**src/sro_pkg.sv**
```systemverilog
/*
 * sro_pkg: constants shared by the supply rail or'ing controller.
 * Assumes a 200 MHz system clock and a 32-bit register port with byte addresses.
 */
package sro_pkg;

	// structure
	localparam int N_LIMBS = 4;
	localparam int ADDR_W = 8;
	localparam int DATA_W = 32;

	// timing of the charge pump toggle
	localparam int CLK_MHZ = 200;
	localparam int PUMP_HIGH_US = 32;
	localparam int PUMP_LOW_US = 8;
	localparam int PUMP_HIGH_CYC = PUMP_HIGH_US * CLK_MHZ;
	localparam int PUMP_LOW_CYC = PUMP_LOW_US * CLK_MHZ;
	localparam int PUMP_CNT_W = 16;

	// register offsets
	localparam logic [ADDR_W-1:0] OFS_CTRL = 8'h00;
	localparam logic [ADDR_W-1:0] OFS_STATUS = 8'h04;
	localparam logic [ADDR_W-1:0] OFS_IRQ_STAT = 8'h08;
	localparam logic [ADDR_W-1:0] OFS_IRQ_MASK = 8'h0c;

	// control fields
	localparam int CTRL_RUN_BIT = 0;
	localparam int CTRL_NEG_BIT = 1;
	localparam int CTRL_PUMP_BIT = 2;
	localparam int CTRL_W = 3;
	localparam logic [CTRL_W-1:0] CTRL_RESET = 3'h7;

	// status fields
	localparam int STAT_STATE_LSB = 0;
	localparam int STAT_LOAD_EN_BIT = 2;
	localparam int STAT_NEG_A_BIT = 3;
	localparam int STAT_NEG_B_BIT = 4;
	localparam int STAT_FAIL_A_BIT = 5;
	localparam int STAT_FAIL_B_BIT = 6;
	localparam int STAT_PUMP_BIT = 7;
	localparam int STAT_LIMB_LSB = 8;

	// interrupt fields
	localparam int IRQ_RUN_BIT = 0;
	localparam int IRQ_LIMB_OFF_BIT = 1;
	localparam int IRQ_FAIL_A_BIT = 2;
	localparam int IRQ_FAIL_B_BIT = 3;
	localparam int IRQ_W = 4;
	localparam logic [IRQ_W-1:0] IRQ_RESET = 4'h0;

	// sequencer states
	typedef enum logic [1:0] {
		SRO_WAIT_RAIL,
		SRO_WAIT_LOAD,
		SRO_RUN
	} sro_state_t;

endpackage : sro_pkg

```
**src/sro_ctrl.sv**
```systemverilog
/*
 * sro_ctrl: supply rail or'ing controller top. Start-up sequencer, parallel
 * limb switches, charge pump gate toggle, negative two-rail or'ing and feed
 * failure outputs, with a small register port and one interrupt line.
 * Assumes comparator outputs and load-on indication are asynchronous levels,
 * and the register master is on clk_i.
 */
// The placing of the registers and the address-and-strobe port were left to the implementer.
// Behaviour
// - after reset switches off, await valid rail
// - enable load, then await load on
// - limb switch on above turn-on current
// - limb switch off below turn-off current
// - running limbs re-arm and monitor until run state is left
// - every limb decided in parallel logic
// - two comparators per limb give hysteresis
// - rail valid from window comparator pair
// - gate drive toggles 32us high, 8us low
// - higher rail on, other rail off
// - inside dead band both switches on
// - negative switches start off
// - per-feed failure on low voltage
`timescale 1ns/1ps
module sro_ctrl
	import sro_pkg::*;
#(
	parameter int PUMP_HIGH_CYCLES = sro_pkg::PUMP_HIGH_CYC,
	parameter int PUMP_LOW_CYCLES = sro_pkg::PUMP_LOW_CYC
) (
	// clock and reset
	input wire logic clk_i,
	input wire logic reset_i,
	input wire logic ce_i,
	// register port
	input wire logic [sro_pkg::ADDR_W-1:0] addr_i,
	input wire logic [sro_pkg::DATA_W-1:0] wr_data_i,
	input wire logic wr_i,
	input wire logic rd_i,
	output logic [sro_pkg::DATA_W-1:0] rd_data_o,
	output logic irq_o,
	// rail window comparators and load status
	input wire logic [sro_pkg::N_LIMBS-1:0] rail_above_min_i,
	input wire logic [sro_pkg::N_LIMBS-1:0] rail_below_max_i,
	input wire logic load_on_i,
	output logic load_en_o,
	// limb current comparators and switches
	input wire logic [sro_pkg::N_LIMBS-1:0] limb_above_on_i,
	input wire logic [sro_pkg::N_LIMBS-1:0] limb_above_off_i,
	output logic [sro_pkg::N_LIMBS-1:0] limb_sw_o,
	// charge pump
	output logic gate_drive_out_o,
	// negative two-rail or'ing
	input wire logic rail_a_higher_i,
	input wire logic rail_b_higher_i,
	input wire logic feed_a_low_i,
	input wire logic feed_b_low_i,
	output logic neg_sw_a_o,
	output logic neg_sw_b_o,
	output logic feed_a_fail_o,
	output logic feed_b_fail_o
);

	import sro_pkg::*;

	localparam int SYNC_W = 4 * N_LIMBS + 5;

	////////////////////////////////////////////////////////////////////////
	// input synchronisers

	logic [SYNC_W-1:0] sync_s;
	logic [N_LIMBS-1:0] rail_min_s;
	logic [N_LIMBS-1:0] rail_max_s;
	logic [N_LIMBS-1:0] above_on_s;
	logic [N_LIMBS-1:0] above_off_s;
	logic load_on_s;
	logic a_higher_s;
	logic b_higher_s;
	logic a_low_s;
	logic b_low_s;

	sro_sync #(
		.W(SYNC_W)
	) u_sync (
		.clk_i(clk_i),
		.reset_i(reset_i),
		.ce_i(ce_i),
		.async_i({rail_above_min_i, rail_below_max_i, limb_above_on_i, limb_above_off_i,
			load_on_i, rail_a_higher_i, rail_b_higher_i, feed_a_low_i, feed_b_low_i}),
		.sync_o(sync_s)
	);

	assign {rail_min_s, rail_max_s, above_on_s, above_off_s,
		load_on_s, a_higher_s, b_higher_s, a_low_s, b_low_s} = sync_s;

	////////////////////////////////////////////////////////////////////////
	// start-up sequencer

	sro_state_t state_q;
	sro_state_t state_d;
	logic [CTRL_W-1:0] ctrl_q;
	logic rail_ok;
	logic run;

	assign rail_ok = |(rail_min_s & rail_max_s);

	always_comb begin
		state_d = state_q;
		unique case (state_q)
			SRO_WAIT_RAIL: begin
				if (rail_ok && ctrl_q[CTRL_RUN_BIT]) begin
					state_d = SRO_WAIT_LOAD;
				end
			end
			SRO_WAIT_LOAD: begin
				if (!rail_ok || !ctrl_q[CTRL_RUN_BIT]) begin
					state_d = SRO_WAIT_RAIL;
				end else if (load_on_s) begin
					state_d = SRO_RUN;
				end
			end
			SRO_RUN: begin
				if (!rail_ok || !ctrl_q[CTRL_RUN_BIT]) begin
					state_d = SRO_WAIT_RAIL;
				end
			end
		endcase
	end

	always_ff @(posedge clk_i or posedge reset_i) begin
		if (reset_i) begin
			state_q <= SRO_WAIT_RAIL;
		end else if (ce_i) begin
			state_q <= state_d;
		end
	end

	assign load_en_o = (state_q != SRO_WAIT_RAIL);
	assign run = (state_q == SRO_RUN);

	////////////////////////////////////////////////////////////////////////
	// limb switches

	for (genvar g = 0; g < N_LIMBS; g++) begin : g_limb
		sro_limb u_limb (
			.clk_i(clk_i),
			.reset_i(reset_i),
			.ce_i(ce_i),
			.run_i(run),
			.above_on_i(above_on_s[g]),
			.above_off_i(above_off_s[g]),
			.sw_o(limb_sw_o[g])
		);
	end

	////////////////////////////////////////////////////////////////////////
	// charge pump gate drive

	logic [PUMP_CNT_W-1:0] pump_cnt_q;
	logic [PUMP_CNT_W-1:0] pump_cnt_d;
	logic pump_q;
	logic pump_d;

	always_comb begin
		pump_cnt_d = pump_cnt_q + 16'h0001;
		pump_d = pump_q;
		if (!ctrl_q[CTRL_PUMP_BIT]) begin
			pump_cnt_d = '0;
			pump_d = 1'b0;
		end else if (pump_q && pump_cnt_q >= PUMP_CNT_W'(PUMP_HIGH_CYCLES - 1)) begin
			pump_cnt_d = '0;
			pump_d = 1'b0;
		end else if (!pump_q && pump_cnt_q >= PUMP_CNT_W'(PUMP_LOW_CYCLES - 1)) begin
			pump_cnt_d = '0;
			pump_d = 1'b1;
		end
	end

	always_ff @(posedge clk_i or posedge reset_i) begin
		if (reset_i) begin
			pump_cnt_q <= '0;
			pump_q <= 1'b0;
		end else if (ce_i) begin
			pump_cnt_q <= pump_cnt_d;
			pump_q <= pump_d;
		end
	end

	assign gate_drive_out_o = pump_q;

	////////////////////////////////////////////////////////////////////////
	// negative two-rail or'ing and feed monitors

	logic neg_a_q;
	logic neg_a_d;
	logic neg_b_q;
	logic neg_b_d;
	logic fail_a_q;
	logic fail_a_d;
	logic fail_b_q;
	logic fail_b_d;

	always_comb begin
		neg_a_d = 1'b0;
		neg_b_d = 1'b0;
		if (ctrl_q[CTRL_NEG_BIT]) begin
			if (a_higher_s && !b_higher_s) begin
				neg_a_d = 1'b1;
			end else if (b_higher_s && !a_higher_s) begin
				neg_b_d = 1'b1;
			end else if (!a_higher_s && !b_higher_s) begin
				neg_a_d = 1'b1;
				neg_b_d = 1'b1;
			end
			// both asserted is nonsense: leave body diodes to carry the load
		end
		fail_a_d = a_low_s;
		fail_b_d = b_low_s;
	end

	always_ff @(posedge clk_i or posedge reset_i) begin
		if (reset_i) begin
			neg_a_q <= 1'b0;
			neg_b_q <= 1'b0;
			fail_a_q <= 1'b0;
			fail_b_q <= 1'b0;
		end else if (ce_i) begin
			neg_a_q <= neg_a_d;
			neg_b_q <= neg_b_d;
			fail_a_q <= fail_a_d;
			fail_b_q <= fail_b_d;
		end
	end

	assign neg_sw_a_o = neg_a_q;
	assign neg_sw_b_o = neg_b_q;
	assign feed_a_fail_o = fail_a_q;
	assign feed_b_fail_o = fail_b_q;

	////////////////////////////////////////////////////////////////////////
	// registers and interrupt

	logic [CTRL_W-1:0] ctrl_d;
	logic [IRQ_W-1:0] irq_stat_q;
	logic [IRQ_W-1:0] irq_stat_d;
	logic [IRQ_W-1:0] irq_mask_q;
	logic [IRQ_W-1:0] irq_mask_d;
	logic [IRQ_W-1:0] irq_evt;
	logic [N_LIMBS-1:0] limb_prev_q;
	logic run_prev_q;
	logic [DATA_W-1:0] rd_data_q;
	logic [DATA_W-1:0] rd_data_d;
	logic [DATA_W-1:0] status_word;

	assign status_word = {{(DATA_W - STAT_LIMB_LSB - N_LIMBS){1'b0}}, limb_sw_o,
		pump_q, fail_b_q, fail_a_q, neg_b_q, neg_a_q, load_en_o, state_q};

	always_comb begin
		irq_evt = '0;
		irq_evt[IRQ_RUN_BIT] = run && !run_prev_q;
		// a limb opening means reverse current threatened
		irq_evt[IRQ_LIMB_OFF_BIT] = |(limb_prev_q & ~limb_sw_o);
		irq_evt[IRQ_FAIL_A_BIT] = fail_a_d && !fail_a_q;
		irq_evt[IRQ_FAIL_B_BIT] = fail_b_d && !fail_b_q;
		ctrl_d = ctrl_q;
		irq_mask_d = irq_mask_q;
		irq_stat_d = irq_stat_q;
		if (wr_i && addr_i == OFS_CTRL) begin
			ctrl_d = wr_data_i[CTRL_W-1:0];
		end
		if (wr_i && addr_i == OFS_IRQ_MASK) begin
			irq_mask_d = wr_data_i[IRQ_W-1:0];
		end
		if (wr_i && addr_i == OFS_IRQ_STAT) begin
			irq_stat_d = irq_stat_d & ~wr_data_i[IRQ_W-1:0];
		end
		// set beats a simultaneous clear
		irq_stat_d = irq_stat_d | irq_evt;
		rd_data_d = '0;
		if (rd_i) begin
			unique case (addr_i)
				OFS_CTRL: rd_data_d = {{(DATA_W - CTRL_W){1'b0}}, ctrl_q};
				OFS_STATUS: rd_data_d = status_word;
				OFS_IRQ_STAT: rd_data_d = {{(DATA_W - IRQ_W){1'b0}}, irq_stat_q};
				OFS_IRQ_MASK: rd_data_d = {{(DATA_W - IRQ_W){1'b0}}, irq_mask_q};
				default: rd_data_d = '0;
			endcase
		end
	end

	always_ff @(posedge clk_i or posedge reset_i) begin
		if (reset_i) begin
			ctrl_q <= CTRL_RESET;
			irq_stat_q <= IRQ_RESET;
			irq_mask_q <= IRQ_RESET;
			limb_prev_q <= '0;
			run_prev_q <= 1'b0;
			rd_data_q <= '0;
		end else if (ce_i) begin
			ctrl_q <= ctrl_d;
			irq_stat_q <= irq_stat_d;
			irq_mask_q <= irq_mask_d;
			limb_prev_q <= limb_sw_o;
			run_prev_q <= run;
			rd_data_q <= rd_data_d;
		end
	end

	assign rd_data_o = rd_data_q;
	assign irq_o = |(irq_stat_q & irq_mask_q);

endmodule : sro_ctrl

```
**src/sro_limb.sv**
```systemverilog
/*
 * sro_limb: switch decision for one positive rail limb.
 * Assumes synchronised comparator levels and a run level from the sequencer.
 */
`timescale 1ns/1ps
module sro_limb (
	// clock and reset
	input wire logic clk_i,
	input wire logic reset_i,
	input wire logic ce_i,
	// control
	input wire logic run_i,
	// comparators: above turn-on, above turn-off
	input wire logic above_on_i,
	input wire logic above_off_i,
	// switch
	output logic sw_o
);

	logic sw_q;
	logic sw_d;

	always_comb begin
		sw_d = sw_q;
		if (!run_i) begin
			sw_d = 1'b0;
		end else if (sw_q) begin
			if (!above_off_i) begin
				sw_d = 1'b0;
			end
		end else if (above_on_i) begin
			sw_d = 1'b1;
		end
	end

	always_ff @(posedge clk_i or posedge reset_i) begin
		if (reset_i) begin
			sw_q <= 1'b0;
		end else if (ce_i) begin
			sw_q <= sw_d;
		end
	end

	assign sw_o = sw_q;

endmodule : sro_limb

```
**src/sro_sync.sv**
```systemverilog
/*
 * sro_sync: two-stage synchroniser for a vector of asynchronous levels.
 * Assumes inputs come from comparators or pins outside the clock domain.
 */
`timescale 1ns/1ps
module sro_sync #(
	parameter int W = 1
) (
	// clock and reset
	input wire logic clk_i,
	input wire logic reset_i,
	input wire logic ce_i,
	// data
	input wire logic [W-1:0] async_i,
	output logic [W-1:0] sync_o
);

	logic [W-1:0] meta_q;
	logic [W-1:0] sync_q;

	// first stage read only by the second
	always_ff @(posedge clk_i or posedge reset_i) begin
		if (reset_i) begin
			meta_q <= '0;
			sync_q <= '0;
		end else if (ce_i) begin
			meta_q <= async_i;
			sync_q <= meta_q;
		end
	end

	assign sync_o = sync_q;

endmodule : sro_sync

```
**config.mk**
```make
export PLATFORM = sky130hd
export DESIGN_NAME = sro_ctrl
export DESIGN_NICKNAME = d
export VERILOG_FILES = /design/src/sro_pkg.sv /design/src/sro_ctrl.sv /design/src/sro_limb.sv /design/src/sro_sync.sv
export SDC_FILE = /design/constraint.sdc
export NUM_CORES = 1
export LEC_CHECK = 0
export BUFFER_PORTS_ARGS = -buffer_cell sky130_fd_sc_hd__buf_4
export CAP_MARGIN = 40
export CORE_MARGIN = 4
export CORE_UTILIZATION = 53
export CTS_CLUSTER_SIZE = 8
export DETAILED_ROUTE_END_ITERATION = 8
export PLACE_DENSITY_LB_ADDON = 0.15
export SLEW_MARGIN = 5
export SYNTH_ARGS = -nofsm -noshare
export SYNTH_HDL_FRONTEND = slang
export SYNTH_SLANG_ARGS = --single-unit
export TNS_END_PERCENT = 1
```
**constraint.sdc**
```tcl
create_clock -name clk_i -period 2.9 [get_ports clk_i]
set_input_delay 0.145 -clock clk_i [delete_from_list [all_inputs] [get_ports clk_i]]
set_output_delay 0.145 -clock clk_i [all_outputs]
set_load 0.02 [all_outputs]
```
==> results of run 1 <==
## final timing paths
kind                                start                 to  cells past startpoint
setup reg to reg           pump_cnt_q[14]      pump_cnt_q[7]                      5
hold / removal                       ce_i   gate_drive_out_o                      2
hold reg to reg                run_prev_q      irq_stat_q[0]                      1
setup / recovery           pump_cnt_q[14]      pump_cnt_q[7]                      5
min in group asynchronous         reset_i  u_sync.meta_q[13]                      3
max in group asynchronous         reset_i          ctrl_q[1]                      4
## worst register-to-register path, delay by kind of cell, from the launching register on
kind | cells | cell delay [ps]
compound gates | 2 | 660
simple gates | 3 | 1030
flops | 1 | 420
## layout make-up
type                    count  share of cell area, %
flip-flops and latches     97                   44.9
multi-input cells         247                   33.9
repair buffers             90                   13.7
well taps                 105                   2.43
clock buffers               9                   2.29
clock inverters             7                   1.55
inverters                  17                   1.22
## Yosys cell counts, types with 2 or more instances
cell / instances
dfrtp_1: 94
mux2_1: 52
nand2_1: 34
buf_4: 24
clkbuf_1: 17
inv_1: 15
o2bb2ai_1: 13
o21ai_1: 12
a21oi_1: 11
nand3_1: 10
nor2_1: 9
a22o_1: 8
and3_1: 7
nor3_1: 7
nand4_1: 6
a22oi_1: 4
ha_1: 4
mux2i_1: 4
a32oi_1: 3
and2_1: 3
dfstp_2: 3
nand2b_1: 3
o21ai_0: 3
o22ai_1: 3
and4_1: 2
mux4_2: 2
nor3b_1: 2
o31ai_1: 2
xor2_1: 2
## layer usage
metal	up-vias	wire, microns
met5	-	0
met4	0	80
met3	8	423
met2	63	4120
met1	1486	4000
li1	1503	-
## stage by stage
step / setup slack [ps] / std cells / total power [mW] / util [%] / cell area [sq um]
finish: 702 / 572 / 2.96 / 65.6 / 5420
global route: 591 / 572 / 3.12 / 65.6 / 5420
CTS: 658 / 570 / 3.00 / 65.3 / 5400
detailed placement: 693 / 530 / 2.08 / 59.9 / 4950
global placement: 751 / 530 / 2.06 / 59.9 / 4950
floorplan: 226 / 402 / 1.94 / - / 4580
## layout by cell type (no fill, tap or decap), types with 2 or more instances in the layout
cell and n:
mux2_1 52, o21ai_0 3, o2bb2ai_1 13, mux2i_1 4
a22oi_1 4, nor3b_1 2, a32oi_1 3, nand3_1 10
mux4_2 2, inv_8 3, clkbuf_8 9, and3_1 7
a22o_1 8, nor3_1 7, dfrtp_1 94, o21ai_1 12
inv_1 14, nand2b_1 3, dfstp_2 3, ha_1 4
and4_1 2, nor2_1 9, and2_1 3, o31ai_1 2
clkinv_8 2, a21oi_1 11, nand2_1 34, o22ai_1 3
nand4_1 6, dlygate4sd3_1 26, buf_4 64, xor2_1 2
conb_1 20
## state kept, by name, indices dropped and copies added, names as in the netlist, 2 cells and up
register	flops
u_sync.sync_o	21
rd_data_o	12
limb_prev_q	4
pump_cnt_q	16
g_limb.u_limb.sw_o	4
ctrl_q	3
irq_mask_q	4
irq_stat_q	4
u_sync.meta_q	21
state_q	2
## power by group through the flow
stage	clock network, mW	registers [mW]	logic (mW)
2_1_floorplan	0	1.58	0.359
3_3_place_gp	0	1.60	0.460
3_5_place_dp	0	1.61	0.474
4_1_cts	0.913	1.58	0.503
5_1_grt	0.965	1.60	0.557
6_report	0.881	1.58	0.497
## cell families after synthesis
group                    after synthesis  synth area share [%]
AND/OR/NAND/NOR                       90                  10.4
buffers and inverters                 58                  6.83
XOR/XNOR                               2                 0.389
multiplexers                          59                  15.1
other                                  1                0.0832
flip-flops                            97                  54.0
AO/OA/AOI/OAI                         72                  12.1
adder cells (fa/ha/maj)                4                  1.11
## timing repair
item | 4_1_cts | 5_1_grt
hold endpoints to repair | 80 | 2
hold buffers | 24 | 2
setup endpoints to repair | 0 | 0
==> out/metrics.yaml, run 1 <==
grt_most_used_layer: "met2"
drv_cap: 0
holdWs_ps: 152
met3_usage_pct: 4.38
drive_gt1_share_pct: 20.6
cp_num_buf_inv: 0
maxSlewViolCount: 0
path_delay_family: "simple AND/OR/NAND/NOR gates"
end_kind: "register"
clk_pin_slew_worst_paths_ps: 100
fp.dieW_microns: 100
cts_tree: "built"
pwr-share-seq_pct: 53.4
antenna_found_initial: 0
combPwrFrac_pct: 16.8
dp_hpwl_mm: 5.96
clockBufferDepth: 2
ys.flop_type: "dfrtp_1"
slew_headroom_pct: 51.5
total_leakage_power_nw: 2.47
grt_pass1_vias: 3087
syn_avg_cell_area_sq_um: 11.8
drtPass1Iterations: 4
synth.top_cell.area_share_pct: 52.2
p_sw_mw: 0.893
worstPathArrival_ps: 2470
core_region_area_sq_mm: 0.00826
n_fill_cell: 659
ys_types: 53
status: "finished clean"
hold_violations: 0
crit_fanout: 8
die_y_microns: 100
p_int_mw: 2.06
finalCriticalPeriod_ps: 2200
max_slew.worst_pin.slew_ps: 727
grt_max_degree: 65
synth_edf_count: 0
finClkSkew_ps: 15.5
crit_path_start_kind: "register"
yosys_register_bits: 97
grt_usage_pct: 18.2
ios: 109
clock.fmax_mhz: 455
die_area_sq_mm: 0.0100
ctsHtreeMaxLevel: 3
fin_nets: 532
cts_made_buffers: 9
start_util_pct: 54.6
grt_pass1_wl_mm: 14.6
p_sw_share_pct: 30.2
vias: 3060
p_clk_share_pct: 29.8
seq_area_sq_mm: 0.00243
worstSkewPairLatency_ps: 370
max_stage_delay_ps: 440
hp-class: "in2reg"
path_cells: "or3_4 -> or4_4 -> o221ai_4 -> nand4_4 -> o311ai_2"
grt_setup_unrepaired: "no"
cts-resized-gates: 0
fin_setup_tns_ps: 0
row_count: 33
post_drt_via_cell_ratio: 5.35
critPathSlowestCell: "or4_4"
synth_area_leader_cell: "dfrtp_1"
finalSetupViolations: 0
cts_sinks: 97
grtUsageMet2_pct: 28.6
areaGrowthSynthToFinish_pct: 20.2
cts-root-buf: "clkbuf_8"
routedWlPerCell_microns: 15.1
syn-instance-count: 383
cts_setup_buffers: 0
io_buffers: 60
synthArstFlopShare_pct: 100
yosys_warnings: 0
synth_area_sq_mm: 0.00451
power_density_mw_per_mm2: 546
synth_area_leaders: "dfrtp_1 52%, mux2_1 13%, buf_4 4.0%"
fin_crit_sh_pct: 75.8
seq_area_frac_synth_pct: 54.0
crit_type: "reg2reg"
drc: 0
routed_wl_mm: 8.62
n_antenna_cell: 0
r2r_slack_ps: 700
multi_input_area_sq_mm: 0.00184
met1_usage_pct: 25.1
peakVddDrop_mv: 0.300
crit_required_ps: 3170
antenna_left: 0
place.gp.congestion: 0.784
drt_iter0_drc: 123
grt_overflow_total: 0
No activity file was read; power rests on OpenSTA's default activity.
==> inputs of run 2 (changes only) <==
Settings changed: CORE_UTILIZATION 53 to 48.
Clock period 2.9 ns to 2 ns, I/O delays scaled along.
==> out/metrics.yaml, run 2 (same netlist as run 1, synthesis figures left out) <==
n_antenna_cell: 0  # unchanged
crit_type: "reg2reg"
drc: 0  # unchanged
row_count: 35  # +6.1%
dp_hpwl_mm: 6.16  # +3.4%
drive_gt1_share_pct: 22.8  # +2.2 points
power_density_mw_per_mm2: 791  # +45%
met3_length_microns: 386  # -8.7%
hp-class: "in2reg"
cts-root-buf: "clkbuf_8"
p_clk_share_pct: 31.2  # +1.4 points
die_y_microns: 105  # +4.7%
grt_overflow_total: 0  # unchanged
drt_iter0_drc: 80  # -35%
cts_made_buffers: 9  # unchanged
combPwrFrac_pct: 16.7  # about the same
cts_sinks: 97  # unchanged
ios: 109  # unchanged
fin_ws_ps: -35.7  # -738 ps
clk_pin_slew_worst_paths_ps: 90  # about the same
path_cells: "or3_4 -> or4_4 -> o221ai_4 -> nand4_4 -> o311ai_2"
finClkSkew_ps: 13.0  # -2.58 ps
pwr-share-seq_pct: 52.1  # -1.3 points
finalSetupViolations: 3  # +3
worstPathArrival_ps: 2290  # -180 ps
grt_max_degree: 83  # +28%
fin_setup_tns_ps: -72.0  # -72.0 ps
wl_met1_mm: 4.14  # +3.5%
critPathSlowestCell: "or4_4"
pre_cts_ws_ps: -25.4  # -718 ps
grt_usage_pct: 17.6  # -0.67 points
die_area_sq_mm: 0.0110  # +9.6%
core_region_area_sq_mm: 0.00920  # +11%
max_slew.worst_pin.slew_ps: 559  # -167 ps
ctsHtreeMaxLevel: 3  # unchanged
reg2regPathDepth: 5  # unchanged
areaGrowthSynthToFinish_pct: 23.6
mostFrequentLayoutCell: "dfrtp_1"
fp.dieW_microns: 105  # +4.7%
grt_pass1_wl_mm: 15.7  # +7.4%
finalCriticalPeriod_ps: 2040  # -162 ps
antenna_found_initial: 0  # unchanged
clockBufferDepth: 2  # unchanged
r2r-end: "pump_cnt_q[7]"
worstSkewPairLatency_ps: 360  # about the same
p_sw_share_pct: 27.3  # -2.9 points
layout_common_cells: "94 x dfrtp_1, 72 x buf_4, 52 x mux2_1"
grt_pass1_vias: 3150  # +2.0%
drtPass1Iterations: 6  # +2
crit_path_start_kind: "register"
min_from: "addr_i[3]"
crit_fanout: 5  # -3
status: "finished, violations left"
slew_headroom_pct: 62.7  # +11 points
reg2reg_from: "pump_cnt_q[13]"
fin_crit_sh_pct: 102  # +26 points
post_drt_via_cell_ratio: 5.33  # -0.35%
p_int_mw: 3.20  # +55%
drv_cap: 0  # unchanged
fin_nets: 543  # +2.1%
vias: 3140  # +2.6%
end_kind: "register"
startpoint: "pump_cnt_q[13]"
start_util_pct: 49.0  # -5.6 points
maxSlewViolCount: 0  # unchanged
total_leakage_power_nw: 2.54  # +2.7%
p_total_mw: 4.41  # +49%
min_path_cells: 3  # +1
crit_required_ps: 2260  # -910 ps
routedWlPerCell_microns: 15.2  # +1.0%
dr_wl_met2_mm: 4.31  # +4.7%
r2r_slack_ps: -40  # -740 ps
clock.fmax_mhz: 491  # +8.0%
hold_violations: 0  # unchanged
max_stage_delay_ps: 430  # about the same
p_sw_mw: 1.20  # +34%
layout.cells.non_filler: 589  # +3.0%
io_buffers: 60  # unchanged
peakVddDrop_mv: 0.437  # +46%
antenna_left: 0  # unchanged
routed_wl_mm: 8.97  # +4.0%
violations: "setup timing"
min_to: "rd_data_o[2]"
grt_setup_unrepaired: "yes"
place_inst: 547  # +3.2%
highest_layer: "met4"
place.gp.congestion: 0.795  # +1.5%
cts_tree: "built"
-- run 2: cell types whose count changed in the layout (fill, tap and decap cells not counted), sizes merged --
cell,before,now
buf,64,75
inv,20,16
bufinv,0,2
clkbuf,9,11
clkinv,4,2
clkinvlp,0,2
-- run 2: critical path, delay by kind of cell (launching register included) --
family	cells	cell delay, ps
AND/OR/NAND/NOR	3	1010
AO/OA/AOI/OAI	2	530
flip-flops	1	390
-- run 2: worst max path at each step --
stage	end	slack [ps]	cells past startpoint
floorplan	pump_cnt_q[7]	1	5
global placement	pump_cnt_q[3]	20	5
detailed placement	pump_cnt_q[9]	-30	6
CTS	pump_cnt_q[10]	-80	5
global route	pump_cnt_q[7]	-110	5
finish	pump_cnt_q[7]	-40	5
-- run 2: final cells by class --
| cell class | instances | area (sq um) |
|---|---|---|
| Timing Repair Buffer | 101 | 852 |
| Clock inverter | 5 | 81.3 |
| Sequential cell | 97 | 2430 |
| Inverter | 17 | 67.6 |
| Multi-Input combinational cell | 247 | 1870 |
| Fill cell | 746 | 3630 |
| Tap cell | 111 | 139 |
| Clock buffer | 11 | 131 |
-- run 2: stage by stage --
stage	hold slack, ps	util, %	area, sq um
2_1_floorplan	233	-	4580
3_3_place_gp	122	55.1	5060
3_5_place_dp	124	55.1	5060
4_1_cts	106	60.5	5560
5_1_grt	131	60.6	5570
6_report	121	60.6	5570
-- run 2: timing repair --
item                                    in CTS  in global routing
endpoints found under the setup margin      14                 16
pin swaps                                    6                  5
endpoints found under the hold margin       41                  0
setup buffers                                0                  0
gates resized for setup                      4                  2
hold buffers                                26                  0
-- run 2: power by group through the flow --
stage | Clock, mW | Combinational (mW) | Sequential [mW]
after floorplan | 0 | 0.521 | 2.29
after global placement | 0 | 0.677 | 2.33
after detailed placement | 0 | 0.699 | 2.34
after CTS | 1.41 | 0.745 | 2.30
after global routing | 1.50 | 0.824 | 2.33
final | 1.37 | 0.734 | 2.30
-- run 2: per-layer routing --
layer / vias to the layer above / track usage (%)
li1: 1509 / -
met2: 64 / 27.9
met5: - / 0
met1: 1558 / 24.2
met3: 9 / 3.40
met4: 0 / 6.09
==> inputs of run 3 (changes only) <==
==> constraint.sdc (replaced) <==
create_clock -name clk_i -period 2 [get_ports clk_i]
set_input_delay 0.2 -clock clk_i [delete_from_list [all_inputs] [get_ports clk_i]]
set_output_delay 0.2 -clock clk_i [all_outputs]
set_load 0.02 [all_outputs]
==> out/metrics.yaml, run 3 (same netlist as run 1, synthesis figures left out) <==
fin_nets: 521  # -4.1%
crit_required_ps: 2270  # about the same
violations: "setup timing"
max_slew.worst_pin.slew_ps: 703  # +144 ps
maxSlewViolCount: 0  # unchanged
mostFrequentLayoutCell: "dfrtp_1"
cts_sinks: 97  # unchanged
drv_cap: 0  # unchanged
fin_ws_ps: -65.6  # -29.8 ps
worstSkewPairLatency_ps: 350  # about the same
end_kind: "register"
slew_headroom_pct: 53.0  # -9.6 points
clockBufferDepth: 2  # unchanged
clk_pin_slew_worst_paths_ps: 90  # about the same
finClkSkew_ps: 10.1  # -2.89 ps
peakVddDrop_mv: 0.498  # +14%
critPathSlowestCell: "or4_4"
die_area_sq_mm: 0.0110  # unchanged
layout_common_cells: "94 x dfrtp_1, 73 x buf_4, 52 x mux2_1"
met1_usage_pct: 22.8  # -1.4 points
grt_usage_pct: 16.3  # -1.2 points
grtUsageMet2_pct: 25.9  # -1.9 points
io_buffers: 60  # unchanged
max_stage_delay_ps: 440  # about the same
row_count: 35  # unchanged
dp_hpwl_mm: 6.11  # -0.83%
met3_usage_pct: 3.64  # +0.25 points
ios: 109  # unchanged
fin_crit_sh_pct: 103  # +1.5 points
cp_num_buf_inv: 1  # +1
post_drt_via_cell_ratio: 5.45  # +2.3%
start_util_pct: 49.0  # unchanged
areaGrowthSynthToFinish_pct: 19.4
grt_most_used_layer: "met2"
vias: 3091  # -1.6%
drt_iter0_drc: 131  # +64%
n_antenna_cell: 0  # unchanged
fin_setup_tns_ps: -476  # -404 ps
crit_fanout: 5  # unchanged
path_cells: "or3_4 -> or4_4 -> o221ai_4 -> buf_4 -> nand3_4 -> o2bb2ai_1"
cts_made_buffers: 9  # unchanged
grt_overflow_total: 0  # unchanged
power_density_mw_per_mm2: 800  # +1.1%
drive_gt1_share_pct: 25.9  # +3.1 points
ctsHtreeMaxLevel: 3  # unchanged
holdWs_ps: 56.2  # -64.9 ps
grt_setup_unrepaired: "yes"
fin_area_sq_mm: 0.00538  # -3.4%
path_delay_family: "simple AND/OR/NAND/NOR gates"
crit_type: "reg2reg"
routed_wl_mm: 8.76  # -2.4%
finalSetupViolations: 14  # +11
hp-class: "in2reg"
routedWlPerCell_microns: 15.5  # +1.4%
total_leakage_power_nw: 2.45  # -3.5%
place.gp.congestion: 0.786  # -1.2%
antenna_left: 0  # unchanged
cts-root-buf: "clkbuf_8"
hold_violations: 0  # unchanged
drc: 0  # unchanged
finalCriticalPeriod_ps: 2070  # +29.8 ps
core_region_area_sq_mm: 0.00920  # unchanged
dpl_cell_area_sq_mm: 0.00508  # +0.25%
grt_pass1_vias: 2955  # -6.2%
grt_max_degree: 83  # unchanged
die_y_microns: 105  # unchanged
drtPass1Iterations: 4  # -2
fp.dieW_microns: 105  # unchanged
worstPathArrival_ps: 2340  # +50 ps
status: "finished, violations left"
grt_pass1_wl_mm: 14.7  # -6.0%
clock.fmax_mhz: 484  # -1.4%
crit_path_start_kind: "register"
cts_tree: "built"
antenna_found_initial: 0  # unchanged
==> run 3: cell types whose count changed in the layout (fill, tap and decap cells not counted), moves of 2 or more <==
| cell | delta |
|---|---|
| clkbuf_8 | +2 |
| a21oi_2 | +4 |
| o2bb2ai_2 | +3 |
| a21oi_1 | -4 |
| dlygate4sd3_1 | -25 |
| o2bb2ai_1 | -3 |
==> run 3: cell type report <==
cell class	instances	area (sq um)
Clock buffer	12	155
Fill cell	776	3820
Multi-Input combinational cell	248	1910
Sequential cell	97	2430
Inverter	17	67.6
Clock inverter	4	51.3
Tap cell	111	139
Timing Repair Buffer	78	629
==> run 3: path summary, 6_finish.rpt <==
| check | startpoint | endpoint | slack (ps) | cells past startpoint |
|---|---|---|---|---|
| worst min-delay path | load_on_i | u_sync.meta_q[4] | 60 | 2 |
| worst min register to register | u_sync.sync_o[3] | neg_sw_b_o | 450 | 1 |
| worst max register to register | pump_cnt_q[13] | pump_cnt_q[8] | -70 | 6 |
| min in group asynchronous | reset_i | limb_prev_q[2] | 520 | 3 |
| max in group asynchronous | reset_i | ctrl_q[2] | 850 | 4 |
| worst max-delay path | pump_cnt_q[13] | pump_cnt_q[8] | -70 | 6 |
==> run 3: power by group <==
part | internal [mW] | leakage, nW | total [mW] | switching, mW
registers | 2.15 | 1.22 | 2.30 | 0.143
clock network | 0.651 | 0.103 | 1.31 | 0.662
logic | 0.312 | 1.13 | 0.694 | 0.382
==> run 3: metal layers <==
metal	wire length [microns]	vias to the layer above
met1	4020	1512
met3	473	12
met4	130	0
li1	-	1480
met2	4140	87
met5	0	-
==> run 3: per-stage QoR <==
stage | utilization (%) | instances | power, mW | setup slack [ps]
detailed placement | 55.2 | 547 | 3.04 | -7.61
finish | 58.5 | 567 | 4.30 | -65.6
global placement | 55.2 | 547 | 3.01 | 24.3
CTS | 57.6 | 564 | 4.35 | -48.3
floorplan | - | 402 | 2.81 | 0.956
global route | 58.5 | 567 | 4.55 | -138
==> run 3: timing repair <==
item                       4_1_cts  5_1_grt
pin swaps                        0        2
hold endpoints to repair        25        0
setup endpoints to repair       14       16
cloned                           0        1
gates resized for setup          0       12
setup buffers                    0        2
hold buffers                     1        0
